## config.mk

```make
export PLATFORM = sky130hd
export DESIGN_NAME = rtec_top
export DESIGN_NICKNAME = d
export VERILOG_FILES = /design/src/inc/rtec_pkg.sv /design/src/hdl/rtec_gapdec.sv /design/src/hdl/rtec_top.sv
export VERILOG_INCLUDE_DIRS = /design/src /design/src/inc
export SDC_FILE = /design/constraint.sdc
export NUM_CORES = 1
export LEC_CHECK = 0
export ABC_AREA = 1
export BUFFER_PORTS_ARGS = -buffer_cell sky130_fd_sc_hd__buf_2
export CAP_MARGIN = 20
export CORE_ASPECT_RATIO = 0.7
export CORE_MARGIN = 1.5
export CORE_UTILIZATION = 30
export DETAILED_ROUTE_END_ITERATION = 6
export SYNTH_ARGS = -nofsm -noshare
export SYNTH_HDL_FRONTEND = slang
export SYNTH_SLANG_ARGS = --single-unit
export TNS_END_PERCENT = 10
```

## constraint.sdc

```tcl
create_clock -name pclk -period 3.4 [get_ports pclk]
set_clock_uncertainty 0.1 [all_clocks]
set_input_delay 0.34 -clock pclk [delete_from_list [all_inputs] [get_ports pclk]]
set_output_delay 0.34 -clock pclk [all_outputs]
set_load 0.03 [all_outputs]
```

## src/inc/rtec_cfg.svh

```systemverilog
// Purpose: constants of the tag extended-mode codec
// Assumes: configuration bit k (1..32) sits at register bit 32-k
// Notes:   included by both design files, rtec_gapdec and rtec_top, not by the package
// Behaviour
// - Extended mode needs key 6 or 9 plus flag
// - Key 9 allows test access; key 6 refuses
// - Other keys keep extended options off
// - Extended-mode flag is configuration bit 15
// - Extended bit period is 2n+2 field clocks
// - One-time bit write-protects all memory blocks; the code guards only the configuration register
// - One-time bit with key 6 freezes configuration
// - One-time bit with key 9 allows test reconfiguration
// - First FSK: 0 at RF/5, 1 at RF/8
// - Second FSK: 0 at RF/10, 1 at RF/8
// - First PSK flips phase on data change
// - Second PSK flips phase per high bit
// - Third PSK flips phase on rising data
// - Manchester: 0 falls, 1 rises mid-bit
// - Biphase adds mid-bit change for one value
// - NRZ damps for 1, not for 0
// - Inverse option complements data for every encoding
// - Header flag sends two-bit start marker
// - Start marker inverts on every new sequence
// - Fast write: 12 clocks zero, 27 one
// - Fast write ends after 32 idle clocks
`ifndef RTEC_CFG_SVH
`define RTEC_CFG_SVH
`define RTEC_KEY_HI    31
`define RTEC_KEY_LO    28
`define RTEC_RATE_HI   23
`define RTEC_RATE_LO   18
`define RTEC_XMODE     17
`define RTEC_MOD_HI    16
`define RTEC_MOD_LO    12
`define RTEC_PCF_HI    11
`define RTEC_PCF_LO    10
`define RTEC_OTP       8
`define RTEC_SST       3
`define RTEC_FAST      2
`define RTEC_INV       1
`define RTEC_KEY_TEST  4'h9
`define RTEC_KEY_LOCK  4'h6
`define RTEC_CFG_RST   32'h00000000
`define RTEC_RATE_STD  6'h1F
`define RTEC_M_DIRECT  5'h00
`define RTEC_M_PHASE_SHIFT_ON_CHANGE    5'h01
`define RTEC_M_PHASE_SHIFT_ON_HIGH    5'h02
`define RTEC_M_PHASE_SHIFT_ON_RISE    5'h03
`define RTEC_M_FREQ_SHIFT_FIVE_EIGHT    5'h04
`define RTEC_M_FREQ_SHIFT_TEN_EIGHT    5'h05
`define RTEC_M_MANCH   5'h08
`define RTEC_M_BI1     5'h10
`define RTEC_M_BI2     5'h18
`define RTEC_A_CFG     8'h00
`define RTEC_A_CTRL    8'h04
`define RTEC_A_TXD     8'h08
`define RTEC_A_STAT    8'h0C
`define RTEC_A_RXD     8'h10
`define RTEC_C_START   0
`define RTEC_C_TEST    1
`define RTEC_C_CLR     2
`define RTEC_SGAP_MIN  6'h0A
`define RTEC_SGAP_MAX  6'h32
`define RTEC_FGAP_MIN  6'h08
`define RTEC_FGAP_MAX  6'h14
`define RTEC_D0_MIN    6'h08
`define RTEC_D0_MAX    6'h0F
`define RTEC_D1_MIN    6'h18
`define RTEC_D1_MAX    6'h1F
`define RTEC_FW_TOUT   6'h20
`endif

```

## src/inc/rtec_pkg.sv

```systemverilog
// Purpose: state types of the tag extended-mode codec
// Assumes: constants come from rtec_cfg.svh
// Notes:   one packed struct holds each module's state
package rtec_pkg;
    typedef enum logic [1:0] {DEC_IDLE, DEC_SGAP, DEC_DATA, DEC_WGAP} rtec_dec_st_t;
    typedef enum logic {TX_IDLE, TX_RUN} rtec_tx_st_t;
    typedef struct packed {
        rtec_dec_st_t st;
        logic [5:0]   cnt;
        logic         gap_d;
        logic         bit_stb;
        logic         bit_val;
        logic         err_stb;
        logic         active;
    } rtec_dec_t;
    typedef struct packed {
        logic        fclk_s1;
        logic        fclk_s2;
        logic        fclk_d;
        logic        gap_s1;
        logic        gap_s2;
        logic [31:0] cfg;
        logic        test_req;
        logic [31:0] tx_word;
        rtec_tx_st_t tx_st;
        logic [33:0] sh;
        logic [5:0]  nbits;
        logic [7:0]  cnt;
        logic [3:0]  sc;
        logic        prev_de;
        logic        psk_ph;
        logic        bp_lvl;
        logic        hdr;
        logic        damp;
        logic [31:0] rxd;
        logic [5:0]  rx_cnt;
        logic        rx_err;
        logic [31:0] prdata;
        logic        pready;
        logic        pslverr;
    } rtec_top_t;
endpackage : rtec_pkg

```

## src/hdl/rtec_gapdec.sv

```systemverilog
// Purpose: fast-write gap interval decoder
// Assumes: gap is already synchronised; fce marks one field clock
// Notes:   intervals are measured from gap edge to gap edge
`timescale 1ns/1ps
`default_nettype none
`include "rtec_cfg.svh"
module rtec_gapdec import rtec_pkg::*; (
    input  wire logic pclk,
    input  wire logic presetn,
    input  wire logic fce,
    input  wire logic gap,
    input  wire logic enable,
    output logic      bit_stb,
    output logic      bit_val,
    output logic      err_stb,
    output logic      active
);
    rtec_dec_t q;
    rtec_dec_t d;
    logic      rise;
    logic      fall;
    assign rise = gap && !q.gap_d;
    assign fall = !gap && q.gap_d;
    always_comb begin
        d = q;
        d.gap_d = gap;
        d.bit_stb = 1'b0;
        d.err_stb = 1'b0;
        if (fce && q.cnt != 6'h3F) begin
            d.cnt = q.cnt + 6'h01;
        end
        case (q.st)
            DEC_IDLE: begin
                d.active = 1'b0;
                if (rise) begin
                    d.st = DEC_SGAP;
                    d.cnt = 6'h00;
                end
            end
            DEC_SGAP: if (fall) begin
                d.cnt = 6'h00;
                d.active = q.cnt >= `RTEC_SGAP_MIN && q.cnt <= `RTEC_SGAP_MAX;
                d.st = d.active ? DEC_DATA : DEC_IDLE;
            end
            DEC_DATA: begin
                if (rise) begin
                    d.st = DEC_WGAP;
                    d.cnt = 6'h00;
                    d.bit_val = q.cnt >= `RTEC_D1_MIN;
                    d.bit_stb = (q.cnt >= `RTEC_D0_MIN && q.cnt <= `RTEC_D0_MAX) ||
                                (q.cnt >= `RTEC_D1_MIN && q.cnt <= `RTEC_D1_MAX);
                    d.err_stb = !d.bit_stb;
                end else if (q.cnt > `RTEC_FW_TOUT) begin
                    d.st = DEC_IDLE;
                    d.active = 1'b0;
                end
            end
            DEC_WGAP: if (fall) begin
                d.cnt = 6'h00;
                if (q.cnt >= `RTEC_FGAP_MIN && q.cnt <= `RTEC_FGAP_MAX) begin
                    d.st = DEC_DATA;
                end else begin
                    d.st = DEC_IDLE;
                    d.active = 1'b0;
                    d.err_stb = 1'b1;
                end
            end
            default: d.st = DEC_IDLE;
        endcase
        if (!enable) begin
            d.st = DEC_IDLE;
            d.active = 1'b0;
        end
    end
    always_ff @(posedge pclk or negedge presetn) begin
        if (!presetn) begin
            q <= '0;
        end else begin
            q <= d;
        end
    end
    assign bit_stb = q.bit_stb;
    assign bit_val = q.bit_val;
    assign err_stb = q.err_stb;
    assign active  = q.active;
endmodule : rtec_gapdec
`default_nettype wire

```

## src/hdl/rtec_top.sv

```systemverilog
// Purpose: extended-mode configuration, bit-rate, encoder and fast-write
//          decoder of a passive identification tag, behind an APB slave
// Assumes: field clock and gap detector arrive as pins, sampled on pclk
// Notes:   all APB accesses answer after one wait state
`timescale 1ns/1ps
`default_nettype none
`include "rtec_cfg.svh"
module rtec_top import rtec_pkg::*; (
    input  wire logic        pclk,
    input  wire logic        presetn,
    input  wire logic        psel,
    input  wire logic        penable,
    input  wire logic        pwrite,
    input  wire logic [7:0]  paddr,
    input  wire logic [31:0] pwdata,
    output logic      [31:0] prdata,
    output logic             pready,
    output logic             pslverr,
    input  wire logic        field_clk_pin,
    input  wire logic        gap_pin,
    output logic             damping_out
);

    // ------------------------------------------------------------
    // Declarations
    // ------------------------------------------------------------
    rtec_top_t  q;
    rtec_top_t  d;
    logic       fce;
    logic [3:0] key;
    logic       ext_on;
    logic       test_ok;
    logic       write_lock;
    logic       cfg_frozen;
    logic       cfg_wr_ok;
    logic       inv_eff;
    logic       sst_eff;
    logic       fast_eff;
    logic [5:0] rate;
    logic [7:0] per;
    logic [7:0] half;
    logic [4:0] mode;
    logic [3:0] sc_per;
    logic       subc;
    logic       de;
    logic       mid_flip;
    logic       rd_acc;
    logic       wr_acc;
    logic [31:0] status;
    logic       dec_bit_stb;
    logic       dec_bit_val;
    logic       dec_err_stb;
    logic       dec_active;

    // ------------------------------------------------------------
    // Configuration decode
    // ------------------------------------------------------------
    assign key  = q.cfg[`RTEC_KEY_HI:`RTEC_KEY_LO];
    assign mode = q.cfg[`RTEC_MOD_HI:`RTEC_MOD_LO];

    // Only the two key codes open extended mode
    assign ext_on = q.cfg[`RTEC_XMODE] &&
                    (key == `RTEC_KEY_TEST || key == `RTEC_KEY_LOCK);

    assign test_ok    = key != `RTEC_KEY_LOCK;
    assign write_lock = q.cfg[`RTEC_OTP];
    assign cfg_frozen = q.cfg[`RTEC_OTP] && key == `RTEC_KEY_LOCK;

    // Once locked, only a test-mode request under key 9 may rewrite
    assign cfg_wr_ok = !q.cfg[`RTEC_OTP] ||
                       (q.test_req && key == `RTEC_KEY_TEST);

    assign inv_eff  = ext_on && q.cfg[`RTEC_INV];
    assign sst_eff  = ext_on && q.cfg[`RTEC_SST];
    assign fast_eff = ext_on && q.cfg[`RTEC_FAST];

    // Without extended mode the binary rate field is ignored
    assign rate = ext_on ? q.cfg[`RTEC_RATE_HI:`RTEC_RATE_LO] : `RTEC_RATE_STD;
    assign per  = {1'b0, rate, 1'b0} + 8'h02;
    assign half = {2'b00, rate} + 8'h01;

    // ------------------------------------------------------------
    // Field clock enable
    // ------------------------------------------------------------
    assign fce = q.fclk_s2 && !q.fclk_d;

    // ------------------------------------------------------------
    // Encoder data and subcarrier
    // ------------------------------------------------------------
    assign de = q.sh[33] ^ inv_eff;

    always_comb begin
        case (mode)
            `RTEC_M_PHASE_SHIFT_ON_CHANGE, `RTEC_M_PHASE_SHIFT_ON_HIGH, `RTEC_M_PHASE_SHIFT_ON_RISE: begin
                case (q.cfg[`RTEC_PCF_HI:`RTEC_PCF_LO])
                    2'h0:    sc_per = 4'h2;
                    2'h1:    sc_per = 4'h4;
                    default: sc_per = 4'h8;
                endcase
            end
            `RTEC_M_FREQ_SHIFT_FIVE_EIGHT: sc_per = de ? 4'h8 : 4'h5;
            `RTEC_M_FREQ_SHIFT_TEN_EIGHT: sc_per = de ? 4'h8 : 4'hA;
            default:      sc_per = 4'h2;
        endcase
    end

    // Odd periods give a slightly longer low half
    assign subc = q.sc < {1'b0, sc_per[3:1]};

    assign mid_flip = (mode == `RTEC_M_BI1) ? de :
                      (mode == `RTEC_M_BI2) ? !de : 1'b0;

    // ------------------------------------------------------------
    // Register map
    // ------------------------------------------------------------
    assign rd_acc = psel && penable && !q.pready && !pwrite;
    assign wr_acc = psel && penable && q.pready && pwrite;

    assign status = {17'h00000, cfg_frozen, write_lock, test_ok, ext_on,
                     (q.tx_st == TX_RUN), dec_active, q.rx_err, 2'h0, q.rx_cnt};

    // ------------------------------------------------------------
    // Fast-write decoder
    // ------------------------------------------------------------
    rtec_gapdec u_gapdec (
        .pclk    (pclk),
        .presetn (presetn),
        .fce     (fce),
        .gap     (q.gap_s2),
        .enable  (fast_eff),
        .bit_stb (dec_bit_stb),
        .bit_val (dec_bit_val),
        .err_stb (dec_err_stb),
        .active  (dec_active)
    );

    // ------------------------------------------------------------
    // Next state
    // ------------------------------------------------------------
    always_comb begin
        d = q;
        d.fclk_s1 = field_clk_pin;
        d.fclk_s2 = q.fclk_s1;
        d.fclk_d  = q.fclk_s2;
        d.gap_s1  = gap_pin;
        d.gap_s2  = q.gap_s1;

        // Bus answer: one wait state, data and error registered
        d.pready  = psel && penable && !q.pready;
        d.pslverr = 1'b0;
        if (psel && penable && !q.pready) begin
            case (paddr)
                `RTEC_A_CFG, `RTEC_A_CTRL, `RTEC_A_TXD,
                `RTEC_A_STAT, `RTEC_A_RXD: d.pslverr = 1'b0;
                default: d.pslverr = 1'b1;
            endcase
        end
        if (rd_acc) begin
            case (paddr)
                `RTEC_A_CFG:  d.prdata = q.cfg;
                `RTEC_A_CTRL: d.prdata = {30'h00000000, q.test_req && test_ok, 1'b0};
                `RTEC_A_TXD:  d.prdata = q.tx_word;
                `RTEC_A_STAT: d.prdata = status;
                `RTEC_A_RXD:  d.prdata = q.rxd;
                default:      d.prdata = 32'h00000000;
            endcase
        end

        // Writes land on the edge where the master sees pready
        if (wr_acc) begin
            case (paddr)
                `RTEC_A_CFG: begin
                    if (cfg_wr_ok) begin
                        d.cfg = pwdata;
                    end
                end
                `RTEC_A_TXD: d.tx_word = pwdata;
                `RTEC_A_CTRL: begin
                    // Test access is ignored under key 6
                    d.test_req = pwdata[`RTEC_C_TEST] && test_ok;
                    if (pwdata[`RTEC_C_CLR]) begin
                        d.rx_cnt = 6'h00;
                        d.rx_err = 1'b0;
                        d.rxd    = 32'h00000000;
                    end
                    if (pwdata[`RTEC_C_START] && q.tx_st == TX_IDLE) begin
                        d.tx_st  = TX_RUN;
                        d.cnt    = 8'h00;
                        d.sc     = 4'h0;
                        d.bp_lvl = 1'b0;
                        d.psk_ph = 1'b0;
                        d.prev_de = inv_eff;
                        if (sst_eff) begin
                            d.sh    = {q.hdr, !q.hdr, q.tx_word};
                            d.nbits = 6'h22;
                            d.hdr   = !q.hdr;
                        end else begin
                            d.sh    = {q.tx_word, 2'h0};
                            d.nbits = 6'h20;
                        end
                    end
                end
                default: d.rx_err = q.rx_err;
            endcase
        end

        // Decoded write bits; a new event beats a same-cycle clear, except a bit arriving while the count is at 32
        if (dec_bit_stb && q.rx_cnt != 6'h20) begin
            d.rxd    = {d.rxd[30:0], dec_bit_val};
            d.rx_cnt = d.rx_cnt + 6'h01;
        end
        if (dec_err_stb) begin
            d.rx_err = 1'b1;
        end

        // Encoder, advanced once per field clock
        if (q.tx_st == TX_RUN && fce) begin
            if ({4'h0, q.sc} >= {4'h0, sc_per} - 8'h01) begin
                d.sc = 4'h0;
            end else begin
                d.sc = q.sc + 4'h1;
            end

            // Bit-start events
            if (q.cnt == 8'h00) begin
                case (mode)
                    `RTEC_M_PHASE_SHIFT_ON_CHANGE: begin
                        if (de != q.prev_de) begin
                            d.psk_ph = !q.psk_ph;
                        end
                    end
                    `RTEC_M_PHASE_SHIFT_ON_HIGH: begin
                        if (de) begin
                            d.psk_ph = !q.psk_ph;
                        end
                    end
                    `RTEC_M_PHASE_SHIFT_ON_RISE: begin
                        if (de && !q.prev_de) begin
                            d.psk_ph = !q.psk_ph;
                        end
                    end
                    `RTEC_M_BI1, `RTEC_M_BI2: d.bp_lvl = !q.bp_lvl;
                    default: d.psk_ph = q.psk_ph;
                endcase
            end
            if (q.cnt == half && mid_flip) begin
                d.bp_lvl = !q.bp_lvl;
            end

            // Damping level for this field clock
            case (mode)
                `RTEC_M_PHASE_SHIFT_ON_CHANGE, `RTEC_M_PHASE_SHIFT_ON_HIGH, `RTEC_M_PHASE_SHIFT_ON_RISE: d.damp = subc ^ d.psk_ph;
                `RTEC_M_FREQ_SHIFT_FIVE_EIGHT, `RTEC_M_FREQ_SHIFT_TEN_EIGHT: d.damp = subc;
                `RTEC_M_MANCH: d.damp = (q.cnt < half) ? !de : de;
                `RTEC_M_BI1, `RTEC_M_BI2: d.damp = d.bp_lvl;
                default: d.damp = de;
            endcase

            // Bit boundary
            if (q.cnt == per - 8'h01) begin
                d.cnt     = 8'h00;
                d.prev_de = de;
                d.sh      = {q.sh[32:0], 1'b0};
                d.nbits   = q.nbits - 6'h01;
            end else begin
                d.cnt = q.cnt + 8'h01;
            end
        end

        // Idle one field clock late so the last bit keeps its full length
        if (q.tx_st == TX_RUN && fce && q.nbits == 6'h00) begin
            d.tx_st = TX_IDLE;
            d.damp  = 1'b0;
        end
    end

    // ------------------------------------------------------------
    // State register
    // ------------------------------------------------------------
    always_ff @(posedge pclk or negedge presetn) begin
        if (!presetn) begin
            q     <= '0;
            q.cfg <= `RTEC_CFG_RST;
        end else begin
            q <= d;
        end
    end

    assign prdata      = q.prdata;
    assign pready      = q.pready;
    assign pslverr     = q.pslverr;
    assign damping_out = q.damp;

endmodule : rtec_top
`default_nettype wire

```

==> qor.yml <==
synth-warning-count: 0
synth_area_leaders: "dfrtp_1 49%, nand2_1 11%, o21ai_0 6.5%"
p_leak_nw: 6.073
drive_gt1_frac: 0.1269
maxSlewViolCount: 0
clock_sinks: 214
cts_buffers: 23
cp-end-kind: "register"
yosysTopAreaCell: "dfrtp_1"
area_growth_pct: 17.31
final_common_cell: "nand2_1"
crit_arrival_ps: 3420
grt_pass1_wl_um: 50120
die-area_um2: 37600
cts_htree_levels: 1
cts_buffer_depth: 3
tightest_slew_ps: 799.2
dpl_cell_area_um2: 11700
fin_util: 0.3569
gp_congestion: 0.8696
synth_cells: 1333
syn_area_um2: 10930
period_share: 0.9091
drt-total-wl_um: 31200
route.detailed.drc: 0
synthArstFlopShare: 1.000
ir_drop_uv: 325.9
nets: 1478
ys.flop_type: "dfrtp_1"
worstPathRequired_ps: 3730
setup_viol: 0
grt_pass1_vias: 8793
reg2regPathDepth: 22
drt_iter0_markers: 935
grt_max_degree: 91
dp_hpwl_um: 22400
die_x_um: 231.1
max_freq_ghz: 0.3235
port-buffer-count: 81
final_cells: 1906
ios: 82
synth_seq_area_share: 0.4900
wl_per_cell_um: 16.37
ys_types: 50
antenna_left: 0
min_path_cells: 3
grtUsageTotal: 0.1670
core_area_um2: 35920
vias: 9366
period_needed_ps: 3091
grt_overflow: 0
fillers: 3722
synth_fp_nets: 1402
critPathKind: "register to register"
via_per_inst: 4.914
cts.clk_slew.worst_paths_ps: 70
start_util: 0.3042
powerDensity_nw_per_um2: 432.8
fp.dieH_um: 162.7
cts_tree: "yes"
cp_max_fo: 9
clock_latency_ps: 550
hold_viol_final: 0
antenna_found_initial: 0
synth_top_area_frac: 0.4900
hold_path_class: "primary input to register"
synth_seq_cells: 214
startpoint_type: "register"
slew_headroom: 0.4653
fin_area_um2: 12820
synth_edf_count: 0
synth_area_per_cell_um2: 8.199
cts-root-buf: "clkbuf_16"
final_cell_mix: "318 x nand2_1, 214 x dfrtp_1, 156 x inv_1"
cap_violations: 0
place_inst: 1837
rows: 58
outcome: "completed"
firstDrtPassIters: 5
diodes: 0
worst max-delay path, cell delays in order (launching register included):
cell and delay, ps:
dfrtp_1 400, nor2_1 160, nand2_1 110, nand2_4 120
nand2_8 100, nor2_4 160, inv_1 60, ha_1 220
nor3b_2 170, xor2_1 150, ha_1 190, a21o_1 170
a211o_1 270, nor2_1 90, nand2_1 50, nand4_1 90
nand2_1 50, inv_1 40, nand2_1 40, nor2_1 80
nand2_1 60, nand2_1 50, nand2_1 40
area by class of cell:
cell class / count / area [um2] / area share
Sequential cell: 214 / 5355 / 0.4177
Multi-Input combinational cell: 872 / 4526 / 0.3530
Timing Repair Buffer: 137 / 910.9 / 0.07105
Clock buffer: 31 / 665.6 / 0.05192
Inverter: 161 / 609.3 / 0.04753
Tap cell: 480 / 600.6 / 0.04684
Clock inverter: 11 / 153.9 / 0.01200
timing repair:
item	CTS	global route
resized for setup	0	8
hold buffers	25	0
hold endpoints to repair	122	0
endpoints found under the setup margin	0	1
setup buffers	0	2
state kept, by name, summed over array words and instances (netlist names):
| signal | flops |
|---|---|
| d | 3 |
| damping_out | 1 |
| key | 4 |
| mode | 5 |
| prdata | 32 |
| pready | 1 |
| pslverr | 1 |
| q | 154 |
| u_gapdec.active | 1 |
| u_gapdec.bit_stb | 1 |
| u_gapdec.bit_val | 1 |
| u_gapdec.err_stb | 1 |
| u_gapdec.q | 9 |
synth_stat cells (3+ instances only):
| cell | number |
|---|---|
| nand2_4 | 3 |
| or2_2 | 4 |
| a211oi_1 | 13 |
| o21ai_0 | 142 |
| dfrtp_1 | 214 |
| nand3_1 | 74 |
| o22ai_1 | 5 |
| nor2_2 | 3 |
| buf_4 | 32 |
| o211ai_1 | 35 |
| nor2_1 | 95 |
| a221oi_1 | 28 |
| a32o_1 | 3 |
| ha_1 | 22 |
| nor3_1 | 17 |
| buf_1 | 3 |
| nand4_1 | 10 |
| clkbuf_1 | 43 |
| xor2_1 | 17 |
| nor4_1 | 6 |
| nand2_1 | 320 |
| buf_6 | 6 |
| a21oi_1 | 46 |
| inv_1 | 157 |
per-layer routing:
metal | up-vias | wire length, um | part of all wire | GRT usage
li1 | 4545 | - | - | -
met1 | 4531 | 15310 | 0.49 | 0.2545
met2 | 249 | 13480 | 0.43 | 0.2472
met3 | 41 | 1880 | 0.060 | 0.02906
met4 | 0 | 521 | 0.017 | 0.03060
met5 | - | 0 | 0 | 0
cells by family after synthesis:
group	synth area share
AOI/OAI and AO/OA	0.1591
DFF	0.4900
and+or+nand+nor	0.2098
adders and majority gates	0.02519
xor gates and xnor gates	0.01523
buffers and inverters	0.1006
power breakdown:
group	switching [mW]	internal, mW	leakage [nW]	total [mW]
sequential	0.0215	2.57	2.64	2.59
combinational	0.153	0.0809	3.03	0.234
clock	1.11	1.61	0.401	2.73
path summary, 6_finish.rpt:
path	startpoint	end	slack, ps
min reg2reg	d[199]	d[198]	240
max	key[1]	damping_out	310
min	pwdata[15]	mode[3]	9
max reg2reg	key[1]	damping_out	310
min in group asynchronous	presetn	prdata[6]	290
max in group asynchronous	presetn	q[153]	2060
metrics by stage:
stage | TNS, ps | worst slack [ps] | power (mW) | hold slack, ps
2_1_floorplan | 0 | 511.9 | 2.723 | -55.59
3_3_place_gp | 0 | 226.9 | 2.850 | 232.6
3_5_place_dp | 0 | 168.0 | 2.853 | 235.6
4_1_cts | 0 | 133.4 | 5.619 | 3.600
5_1_grt | -13.05 | -13.05 | 5.759 | 11.97
6_report | 0 | 309.1 | 5.549 | 9.327
No activity file was read; power rests on OpenSTA's default activity.
